### config.mk
export PLATFORM = sky130hd
export DESIGN_NAME = ext_irq_front
export DESIGN_NICKNAME = d
export VERILOG_FILES = /design/src/hw/irq_pkg.sv /design/src/hw/pin_edge_sync.sv /design/src/hw/ext_irq_front.sv
export SDC_FILE = /design/constraint.sdc
export NUM_CORES = 1
export LEC_CHECK = 0
export ABC_AREA = 1
export BUFFER_PORTS_ARGS = -buffer_cell sky130_fd_sc_hd__buf_2
export CORE_MARGIN = 2
export CORE_UTILIZATION = 51
export DETAILED_ROUTE_END_ITERATION = 10
export GPL_ROUTABILITY_DRIVEN = 0
export PLACE_DENSITY = 0.82
export SYNTH_ARGS = -nofsm -noshare
export SYNTH_HDL_FRONTEND = slang
export SYNTH_HIERARCHICAL = 1
export SYNTH_SLANG_ARGS = --single-unit
### constraint.sdc
create_clock -name ref_clk -period 1.6 [get_ports ref_clk]
set_input_delay 0 -clock ref_clk [delete_from_list [all_inputs] [get_ports ref_clk]]
set_output_delay 0 -clock ref_clk [all_outputs]
set_load 0.02 [all_outputs]
### src/hw/irq_pkg.sv
// shared constants and carriers for the external interrupt pin front end
package irq_pkg;

	localparam int          EXT_LINES    = 4;
	localparam int          ADDR_W       = 4;
	localparam int          EV_W         = 6;
	localparam int          PEND_W       = 5;
	localparam int          SETTLE_CYC   = 3;

	// service-vector slot codes
	localparam logic [3:0]  NUM_NMI      = 4'h1;
	localparam logic [3:0]  NUM_EXT_BASE = 4'h4;

	// register byte offsets
	localparam logic [3:0]  OFS_POLARITY = 4'h0;
	localparam logic [3:0]  OFS_STATUS   = 4'h4;
	localparam logic [3:0]  OFS_MASK     = 4'h8;
	localparam logic [3:0]  OFS_PENDING  = 4'hC;

	// event bit positions, ext lines occupy bits 3..0
	localparam int          EV_NMI       = 4;
	localparam int          EV_ACK       = 5;

	// reset values
	localparam logic [3:0]  RST_POLARITY = 4'h0;
	localparam logic [5:0]  RST_MASK     = 6'h00;
	localparam logic [3:0]  RST_ID       = 4'h0;

	typedef struct packed
	{
		logic              wr;
		logic              rd;
		logic [ADDR_W-1:0] addr;
		logic [31:0]       wdata;
	} reg_req_t;

	typedef struct packed
	{
		logic       take;
		logic [3:0] num;
	} service_req_t;

endpackage

### src/hw/pin_edge_sync.sv
// three-stage pin synchroniser with settled-level edge detection
`timescale 1ns/1ns
module pin_edge_sync
	import irq_pkg::*;
#(
	parameter int WIDTH = 5
)
(
	// clock and reset
	input  wire logic             ref_clk,
	input  wire logic             nrst,
	// asynchronous pins
	input  wire logic [WIDTH-1:0] pin,
	// settled edges, one-cycle pulses
	output logic      [WIDTH-1:0] rise,
	output logic      [WIDTH-1:0] fall
);

	if (WIDTH < 1)
		$error("pin_edge_sync needs at least one pin");

	typedef struct packed
	{
		logic [WIDTH-1:0] s1;
		logic [WIDTH-1:0] s2;
		logic [WIDTH-1:0] s3;
		logic [WIDTH-1:0] level;
		logic [1:0]       settle;
		logic [WIDTH-1:0] rise;
		logic [WIDTH-1:0] fall;
	} sync_state_t;

	sync_state_t st;
	sync_state_t next_st;

	always_comb
	begin
		next_st      = st;
		next_st.s1   = pin;
		next_st.s2   = st.s1;
		next_st.s3   = st.s2;
		next_st.rise = '0;
		next_st.fall = '0;
		// no edges until the chain holds real pin values, so a pin high at reset is not an edge
		if (st.settle != 2'(SETTLE_CYC))
		begin
			next_st.settle = st.settle + 2'd1;
			// track the value the third stage takes at this edge, or the arming edge sees a step
			next_st.level  = st.s2;
		end
		else
		begin
			for (int i = 0; i < WIDTH; i++)
			begin
				if (st.s2[i] == st.s3[i] && st.s3[i] != st.level[i])
				begin
					next_st.level[i] = st.s3[i];
					next_st.rise[i]  = st.s3[i];
					next_st.fall[i]  = ~st.s3[i];
				end
			end
		end
	end

	always_ff @(posedge ref_clk)
	begin
		if (!nrst)
			st <= '0;
		else
			st <= next_st;
	end

	assign rise = st.rise;
	assign fall = st.fall;

endmodule

### src/hw/ext_irq_front.sv
// external interrupt pin front end: edge capture, pending, acknowledge and number
`timescale 1ns/1ns
module ext_irq_front
	import irq_pkg::*;
(
	// clock and reset
	input  wire logic                 ref_clk,
	input  wire logic                 nrst,
	// interrupt pins
	input  wire logic                 nmi_request_line,
	input  wire logic                 ext_request_line_0,
	input  wire logic                 ext_request_line_1,
	input  wire logic                 ext_request_line_2,
	input  wire logic                 ext_request_line_3,
	// register port
	input  wire reg_req_t             reg_req,
	output logic      [31:0]          reg_rdata,
	// processor service handshake
	input  wire service_req_t         service_req,
	output logic                      nmi_pending,
	output logic      [EXT_LINES-1:0] ext_pending,
	// acknowledge pins
	output logic                      service_ack_strobe,
	output logic                      service_id_bit3,
	output logic                      service_id_bit2,
	output logic                      service_id_bit1,
	output logic                      service_id_bit0,
	// event interrupt
	output logic                      irq
);

	////////////////////////////////////////////////////////////////////////////////

	typedef struct packed
	{
		logic [EXT_LINES-1:0] ext_request_polarity_bits;
		logic [EV_W-1:0]      status;
		logic [EV_W-1:0]      mask;
		logic                 nmi_pending;
		logic [EXT_LINES-1:0] ext_pending;
		logic                 ack;
		logic [3:0]           id;
		logic [31:0]          rdata;
		logic                 irq;
	} front_state_t;

	front_state_t st;
	front_state_t next_st;

	logic [PEND_W-1:0] pin_rise;
	logic [PEND_W-1:0] pin_fall;

	function automatic logic [3:0] ext_slot(input int line);
		ext_slot = NUM_EXT_BASE + 4'(line);
	endfunction

	function automatic logic hit(input logic [ADDR_W-1:0] addr, input logic [ADDR_W-1:0] ofs);
		hit = (addr == ofs);
	endfunction

	////////////////////////////////////////////////////////////////////////////////

	// bit 4 is the nonmaskable pin, bits 3..0 the external lines
	pin_edge_sync #(
		.WIDTH (PEND_W)
	) u_sync (
		.ref_clk (ref_clk),
		.nrst    (nrst),
		.pin     ({nmi_request_line, ext_request_line_3, ext_request_line_2,
		           ext_request_line_1, ext_request_line_0}),
		.rise    (pin_rise),
		.fall    (pin_fall)
	);

	////////////////////////////////////////////////////////////////////////////////

	always_comb
	begin
		logic [EXT_LINES-1:0] ext_edge;
		logic                 nmi_edge;
		logic [EV_W-1:0]      events;
		logic [EV_W-1:0]      cleared;

		next_st       = st;
		ext_edge      = '0;
		nmi_edge      = pin_rise[EV_NMI];
		events        = '0;
		cleared       = st.status;
		next_st.ack   = 1'b0;
		next_st.rdata = '0;

		// polarity bit low picks rising, high picks falling
		for (int i = 0; i < EXT_LINES; i++)
			ext_edge[i] = st.ext_request_polarity_bits[i] ? pin_fall[i] : pin_rise[i];

		// service clears first so a fresh edge in the same cycle stays pending
		if (service_req.take)
		begin
			next_st.ack = 1'b1;
			next_st.id  = service_req.num;
			if (service_req.num == NUM_NMI)
				next_st.nmi_pending = 1'b0;
			for (int i = 0; i < EXT_LINES; i++)
				if (service_req.num == ext_slot(i))
					next_st.ext_pending[i] = 1'b0;
		end
		if (nmi_edge)
			next_st.nmi_pending = 1'b1;
		next_st.ext_pending = next_st.ext_pending | ext_edge;

		events[EXT_LINES-1:0] = ext_edge;
		events[EV_NMI]        = nmi_edge;
		events[EV_ACK]        = service_req.take;

		if (reg_req.wr)
		begin
			if (hit(reg_req.addr, OFS_POLARITY))
				next_st.ext_request_polarity_bits = reg_req.wdata[EXT_LINES-1:0];
			if (hit(reg_req.addr, OFS_STATUS))
				cleared = st.status & ~reg_req.wdata[EV_W-1:0];
			if (hit(reg_req.addr, OFS_MASK))
				next_st.mask = reg_req.wdata[EV_W-1:0];
		end
		// set wins over a write-one clear in the same cycle
		next_st.status = cleared | events;
		next_st.irq    = |(next_st.status & next_st.mask);

		if (reg_req.rd)
		begin
			unique case (reg_req.addr)
				OFS_POLARITY: next_st.rdata[EXT_LINES-1:0] = st.ext_request_polarity_bits;
				OFS_STATUS:   next_st.rdata[EV_W-1:0]      = st.status;
				OFS_MASK:     next_st.rdata[EV_W-1:0]      = st.mask;
				OFS_PENDING:  next_st.rdata[PEND_W-1:0]    = {st.nmi_pending, st.ext_pending};
				default:      next_st.rdata                = '0;
			endcase
		end
	end

	always_ff @(posedge ref_clk)
	begin
		if (!nrst)
		begin
			st                           <= '0;
			st.ext_request_polarity_bits <= RST_POLARITY;
			st.mask                      <= RST_MASK;
			st.id                        <= RST_ID;
		end
		else
			st <= next_st;
	end

	////////////////////////////////////////////////////////////////////////////////

	assign reg_rdata          = st.rdata;
	assign nmi_pending        = st.nmi_pending;
	assign ext_pending        = st.ext_pending;
	assign service_ack_strobe = st.ack;
	assign service_id_bit3    = st.id[3];
	assign service_id_bit2    = st.id[2];
	assign service_id_bit1    = st.id[1];
	assign service_id_bit0    = st.id[0];
	assign irq                = st.irq;

endmodule

After elaboration in Yosys (flattened, before gate mapping)
Cells that the tools add are included.
{"block": "op_classes", "add_sub_neg": 1, "n_eq_ne": 19, "mux": 24, "bitwise": 15, "reduce_logical": 22}
{"cell": "$mux 6", "n": 4}
{"cell": "$eq 4x3->1 const B", "n": 5}
{"cell": "$pmux 4 s4", "n": 1}
{"cell": "$mux 1", "n": 15}
{"cell": "$reduce_or 3->1", "n": 5}
{"cell": "$reduce_bool 2->1", "n": 7}
{"cell": "$and 6x6->6", "n": 2}
{"cell": "$mux 10", "n": 1}
{"cell": "$not 1->1", "n": 10}
{"cell": "$eq 4x4->1 const B", "n": 2}
{"cell": "$not 6->6", "n": 1}
{"cell": "$or 6x6->6", "n": 1}
{"cell": "$reduce_and 2->1", "n": 3}
{"cell": "$reduce_or 6->1", "n": 1}
{"cell": "$eq 1x1->1", "n": 5}
{"cell": "$logic_and 1x1->1", "n": 5}
{"cell": "$mux 5", "n": 1}
{"cell": "$ne 1x1->1", "n": 5}
{"cell": "$eq 4x1->1 const B", "n": 1}
{"cell": "$logic_not 4->1", "n": 1}
{"cell": "$or 4x4->4", "n": 1}
{"cell": "$pmux 1 s3", "n": 1}
{"cell": "$add 2x1->2 const B", "n": 1}
{"cell": "$ne 2x2->1 const B", "n": 1}
{"cell": "$pmux 1 s2", "n": 1}
{"block": "word_totals", "register_bits": 90, "input_bits": 50, "output_inout_bits": 43, "elab_cells": 109}

Logic depth before layout (Yosys ltp)
Gate-level depths: netlist of the first run.
{"block": "logic_depth", "ltp_word": 7, "mapped_depth": 9, "mapped_depth_nobuf": 9}

Cells and area by module
The synthesis of the first run kept the hierarchy.
{"mod": "ext_irq_front", "instances": 1, "cells_each": 243, "area_each_um2": 1788.0, "seq_area_each_um2": 660.6}
{"mod": "pin_edge_sync", "instances": 1, "cells_each": 148, "area_each_um2": 1149.9, "seq_area_each_um2": 640.6}

Worst setup path after synthesis of the first run
Ideal clock, no wire load.
{"block": "synth_path", "path_type": "flip-flop to flip-flop", "start": "register u_sync.st, in the netlist u_sync/rise[2]", "end": "register st, in the netlist irq", "setup_time_ns": 0.131, "arrival_ns": 1.099, "t_required_ns": 1.469, "slack_ns": 0.371, "stages_incl_launch_ff": 9, "n_path_buf": 1, "period_less_slack_ns": 1.229, "cell_sequence": "dfxtp_1 -> buf_4 -> or2_2 -> o21ai_0 -> nand2_1 -> nand2_1 -> nand2_1 -> nor2_1 -> a21oi_2"}
{"block": "synth_between", "elab_chain_len": 4}
{"element": "from (decl)", "line": "pin_edge_sync.sv:33", "text": "sync_state_t st;"}
{"element": "from (signal assigned)", "line": "pin_edge_sync.sv:70", "text": "st <= next_st;"}
{"element": "$mux 1", "line": "ext_irq_front.sv:94", "text": "ext_edge[i] = st.ext_request_polarity_bits[i] ? pin_fall[i] : pin_rise[i];"}
{"element": "$or 6x6->6", "line": "ext_irq_front.sv:125", "text": "next_st.status = cleared | events;"}
{"element": "$and 6x6->6", "line": "ext_irq_front.sv:126", "text": "next_st.irq = |(next_st.status & next_st.mask);"}
{"element": "$reduce_or 6->1", "line": "ext_irq_front.sv:126"}
{"element": "to (signal assigned)", "line": "ext_irq_front.sv:150", "text": "st <= next_st;"}
{"element": "to (decl)", "line": "ext_irq_front.sv:47", "text": "front_state_t st;"}
Every way passes these cells.
A chain may end at the register's enable or synchronous reset.

Final worst setup path of the first run
{"block": "layout_path", "start": "register st[57] (netlist bit)", "end": "register st, in the netlist irq"}
{"block": "layout_between", "elab_chain_len": 4}
{"element": "$mux 1", "line": "ext_irq_front.sv:94"}
{"element": "$or 6x6->6", "line": "ext_irq_front.sv:125"}
{"element": "$and 6x6->6", "line": "ext_irq_front.sv:126"}
{"element": "$reduce_or 6->1", "line": "ext_irq_front.sv:126"}
Every way passes these cells.

==> results.md, run 1 <==
* CTS max path bufs at 2
* # DRC at 0
* Routed via count at 2326
* Relative slew margins at 0.521
* Slew Limit Fails at 0
* First-pass GRT wire length at 9340 µm
* Post-Synthesis Cells at between 300 and 400
* Worst-Skew Late Latency at 0.34 ns
* Top cell by count, worst path: nand2_1
* # H-tree levels at 3
* CP bufs+invs at 0
* Reg2reg start: st[57]$_SDFFE_PN0P_
* Cell family with most CP delay: simple AND/OR/NAND/NOR gates
* RSZ-0062 raised after global routing: false
* Avg Inst Size Synth at between 7 and 8 µm²
* Post-CTS setup buffer count at 0
* Pin count of the biggest net entering global routing at 26
* Kind of critical path: register to register
* Layout Nets at approximately 480
* Post-DP Area at 2920 µm²
* Vias in the first global route at roughly 2200
* Global route overflow at 0
* Die Width at 79.4 µm
* IO Port Bufs at 40
* Setup TNS at 0 ns
* Initial drt markers at just under 100
* FF-to-FF path depth at 7
* Syn. warnings at 6
* Worst hold endpoint: reg_rdata[5]$_SDFF_PN0_
* CORE AREA at roughly 5500 µm²
* Remaining antenna violation count at 0
* Maxcap violations at 0
* Worst path max stage delay at just over 0.3 ns
* Via density at approximately 4.6
* Setup-failing EPs final at 0
* FILL cells at 514
* Worst Max-Slew Pin Slew at approximately 0.72 ns
* CTS buffer count at 9
* Clock Skews at around 0.0098 ns
* Crit-path cells: or2_2 > o21ai_0 > nand2_1 > nand2_1 > nand2_1 > nor2_1 > a21oi_2
* Starting Density at 0.527
* Die Ht at 79.4 µm
* Worst hold start: reg_req[35]
* Status: finished clean
* Diodes inserted at 0
* CTS tree: yes
* Endpoint class of the critical path: register
* Detailed Place HPWL at approximately 3800 µm
* Max Clk Rate at 753 MHz
* Clock root buffer: clkbuf_8
* Worst Path Arrival at around 1.5 ns
* Final Routed Wirelength at 5490 µm
* Average routed wire per standard cell at between 10 and 15 µm
* Final min period at about 1.3 ns
* Final instance area at 3270 µm²
* Crit path required time at ~1.8 ns
* Synthesized area at 2900 µm²
* Worst reg2reg setup slack at 0.27 ns
* Hold_buf cts at 18
* Row count at 27
* Period utilization at 0.830
* Top-level I/O count at 93
* Leakage at around 1.6 nW
* Worst hold path class: input port to register
* Final hold vios at 0
* Die Area at 6310 µm²
* Antenna violations before repair at 0
* Reg2Reg Capture Point: irq$_SDFF_PN0_
* Clk slew on worst S/H paths at ~0.070 ns
* First-pass detailed-route iteration total at 4
* Total track usage at 0.190
* PostCTS Resize Cnt at 0
* Slowest cell on crit path: dfxtp_1
* Worst Setup SP: st[57]$_SDFFE_PN0P_
* Cell Pwr Density at 989 nW/µm²
* Maximum VDD drop at approximately 580 µV
* Critical Path Fanout Max at 3
* Crit path launch type: register
* CTS sink count at 64
* Area grow syn2layout at 12.6%
* Hold path cells at 4
* Layout cells sized above 1 at 0.175
registers in the layout, indices dropped and copies added (netlist names):
register            cells
service_id_bit3         1
service_id_bit1         1
u_sync/st              12
service_id_bit2         1
irq                     1
service_id_bit0         1
u_sync/fall             4
ext_pending             4
reg_rdata               6
u_sync/next_st         10
nmi_pending             1
st                     16
u_sync/rise             5
service_ack_strobe      1
tightest hold or removal path: stages:
cell and delay (ns):
buf_2 0.13, nor2_4 0.08, nand3_1 0.07, a21oi_1 0.05
worst max-delay path by stage:
stage                                      end  cells past startpoint
CTS                 u_sync/st[16]$_SDFFE_PN0P_                      5
detailed placement              irq$_SDFF_PN0_                      7
global placement                irq$_SDFF_PN0_                      7
finish                          irq$_SDFF_PN0_                      7
floorplan                       irq$_SDFF_PN0_                      8
global route                    irq$_SDFF_PN0_                      7
cells in the final DEF, fill, tap and decap left out, drive strengths merged:
| cell | instances |
|---|---|
| a211oi | 3 |
| a21oi | 26 |
| buf | 44 |
| clkbuf | 10 |
| clkinv | 4 |
| clkinvlp | 2 |
| conb | 26 |
| dfxtp | 64 |
| dlygate4sd3 | 18 |
| ha | 1 |
| inv | 57 |
| nand2 | 85 |
| nand3 | 19 |
| nand3b | 2 |
| nand4 | 6 |
| nor2 | 32 |
| nor3 | 4 |
| o21ai | 22 |
| o21bai | 1 |
| o221ai | 1 |
| o31ai | 2 |
| o41ai | 1 |
| or2 | 4 |
| xor2 | 1 |
report_power, final:
group | leakage (nW) | switching, mW | internal [mW]
Clock | 0.0878 | 0.603 | 0.592
Combinational | 1.03 | 0.240 | 0.122
Sequential | 0.521 | 0.0280 | 1.65
Total | 1.64 | 0.871 | 2.36
cell type report:
| class | instances | area, µm² | share of cell area |
|---|---|---|---|
| clock buffer | 10 | 138 | 0.0421 |
| clock inverter | 6 | 35.0 | 0.0107 |
| inverter | 57 | 214 | 0.0654 |
| multi-input combinational | 236 | 1100 | 0.337 |
| sequential | 64 | 1280 | 0.392 |
| tap | 72 | 90.1 | 0.0276 |
| timing repair buffer | 62 | 410 | 0.126 |
stage by stage:
step           hold WS (ns)  total power, mW  cells   util  setup WS (ns)
2_1_floorplan        0.0976             2.00    412      -          0.371
6_report             0.0412             3.23    507  0.594          0.271
5_1_grt              0.0453             3.40    507  0.594          0.114
3_3_place_gp          0.180             2.02    473  0.530          0.301
3_5_place_dp          0.185             2.04    473  0.530          0.292
4_1_cts              0.0275             3.27    507  0.594          0.283
per-layer routing:
| layer | wire length [µm] | vias to the layer above | share of wire | global-route usage |
|---|---|---|---|---|
| met3 | 339 | 8 | 0.062 | 0.0690 |
| met4 | 73 | 0 | 0.013 | 0.0810 |
| met1 | 2350 | 1027 | 0.43 | 0.207 |
| met2 | 2730 | 68 | 0.50 | 0.330 |
| li1 | - | 1223 | - | - |
| met5 | 0 | - | 0 | 0 |
(Power assumes the default switching activity.)
==> inputs of run 2 (changes only) <==
Clock period 1.6 ns to 1.38 ns, I/O delays scaled along.
==> run 2 against run 1 <==
Effect of this change: sequential share of layout area shrank 1.3 points; clock power grew 36%; non-clock buffer count grew 9; routed wire length grew 2.3%; sequential cell count is the same; sequential power grew 16%; design area grew 3.3%; cell count grew 1.8%; largest power group unchanged.
==> results.md, run 2 (synthesis gave the netlist of run 1 again) <==
* Antenna violations before repair at 0
* Endpoint class of the critical path: register
* First-pass GRT wire length at 9520 µm
* Cell Pwr Density at 1180 nW/µm²
* Remaining antenna violation count at 0
* Clock Skews at 0.00888 ns
* Starting Density at 0.527
* # DRC at 0
* Maximum VDD drop at 741 µV
* Final hold vios at 0
* Average routed wire per standard cell at 10.9 µm
* Pin count of the biggest net entering global routing at 23
* Clk slew on worst S/H paths at about 0.070 ns
* Worst-Skew Late Latency at 0.34 ns
* Worst Setup SP: service_req[4]
* Crit path required time at 1.61 ns
* Area grow syn2layout at 16.4%
* Die Ht at a little under 80 µm
* CTS max path bufs at 2
* Global route overflow at 0
* Final min period at 1.28 ns
* Layout cells sized above 1 at 0.189
* Worst hold start: reg_req[35]
* Top-level I/O count at 93
* Initial drt markers at 134
* Largest Register: st
* Most frequent cells in the layout: nand2_1 (84), dfxtp_1 (64), inv_1 (53), buf_2 (39), nor2_1 (29)
* Diodes inserted at 0
* Die Width at between 70 and 80 µm
* Max Clk Rate at 781 MHz
* Status: finished clean
* Slew Limit Fails at 0
* Worst hold path class: input port to register
* Critical Path Fanout Max at 9
* Clock root buffer: clkbuf_8
* Post-CTS setup buffer count at 0
* Kind of critical path: input port to register
* CORE AREA at ~5500 µm²
* First-pass detailed-route iteration total at 4
* IO Port Bufs at 40
* Routed via count at 2390
* Worst Path Arrival at about 1.5 ns
* Maxcap violations at 0
* PnR Total Power at 4.00 mW
* # H-tree levels at 3
* RSZ-0062 raised after global routing: false
* Setup TNS at 0 ns
* Final Routed Wirelength at ~5600 µm
* Leakage at 1.69 nW
* Vias in the first global route at between 2000 and 2500
* Crit path launch type: input port
* Row count at 27
* Setup-failing EPs final at 0
* Total track usage at 0.192
* Detailed Place HPWL at 3970 µm
* CTS buffer count at 9
* Die Area at about 6300 µm²
* CTS sink count at 64
* Commonest non-fill, non-tap cell in the layout: nand2_1
* Max reg flops at 16
* CTS tree: yes
* Reg2reg start: st[58]$_SDFFE_PN0P_
* Via density at 4.63
* Layout Nets at 490
* Period utilization at 0.928
==> run 2: what timing repair did <==
item | 4_1_cts | 5_1_grt
resized for setup | 0 | 2
hold buffers | 20 | 0
endpoints found under the hold margin | 24 | 0
endpoints found under the setup margin | 0 | 2
==> run 2: per-stage QoR <==
step / setup slack (ns) / utilization / instance area (µm²) / instances / hold slack [ns]
final: 0.0989 / 0.613 / 3380 / 516 / 0.0425
after global placement: 0.196 / 0.539 / 2970 / 480 / 0.180
after floorplan: 0.151 / - / 3000 / 412 / 0.0976
after global routing: 0.0231 / 0.613 / 3380 / 516 / 0.0710
after CTS: 0.107 / 0.613 / 3380 / 516 / 0.0266
after detailed placement: 0.178 / 0.539 / 2970 / 480 / 0.186
==> run 2: metal layers <==
metal	vias up	track usage	routed length, µm
li1	1238	-	-
met1	1064	0.213	2370
met2	77	0.338	2810
met3	11	0.0509	329
met4	0	0.0948	104
met5	-	0	0
==> run 2: path summary, 6_finish.rpt <==
kind | endpoint | slack (ns) | cells past startpoint
worst max-delay path | service_id_bit2$_SDFFE_PN0P_ | 0.1 | 5
worst min-delay path | reg_rdata[5]$_SDFF_PN0_ | 0.04 | 4
worst max register to register | irq$_SDFF_PN0_ | 0.16 | 7
worst min register to register | u_sync/next_st[18]$_SDFF_PN0_ | 0.41 | 2
==> run 2: area by class of cell <==
type / count / area, µm²
inverter: 57 / 214
clock inverter: 5 / 55.1
multi-input combinational: 236 / 1100
timing repair buffer: 71 / 485
clock buffer: 11 / 151
sequential: 64 / 1280
tap: 72 / 90.1
fill: 464 / 2130
==> run 2: worst max-delay path, stage by stage <==
cell           delay [ns]
dlygate4sd3_1        0.53
buf_2                0.17
o21ai_0              0.20
a21oi_1              0.06
dlygate4sd3_1        0.55
==> run 2: report_power, final <==
group          internal (mW)  switching [mW]
sequential              1.91          0.0336
combinational          0.159           0.282
clock                  0.925           0.691
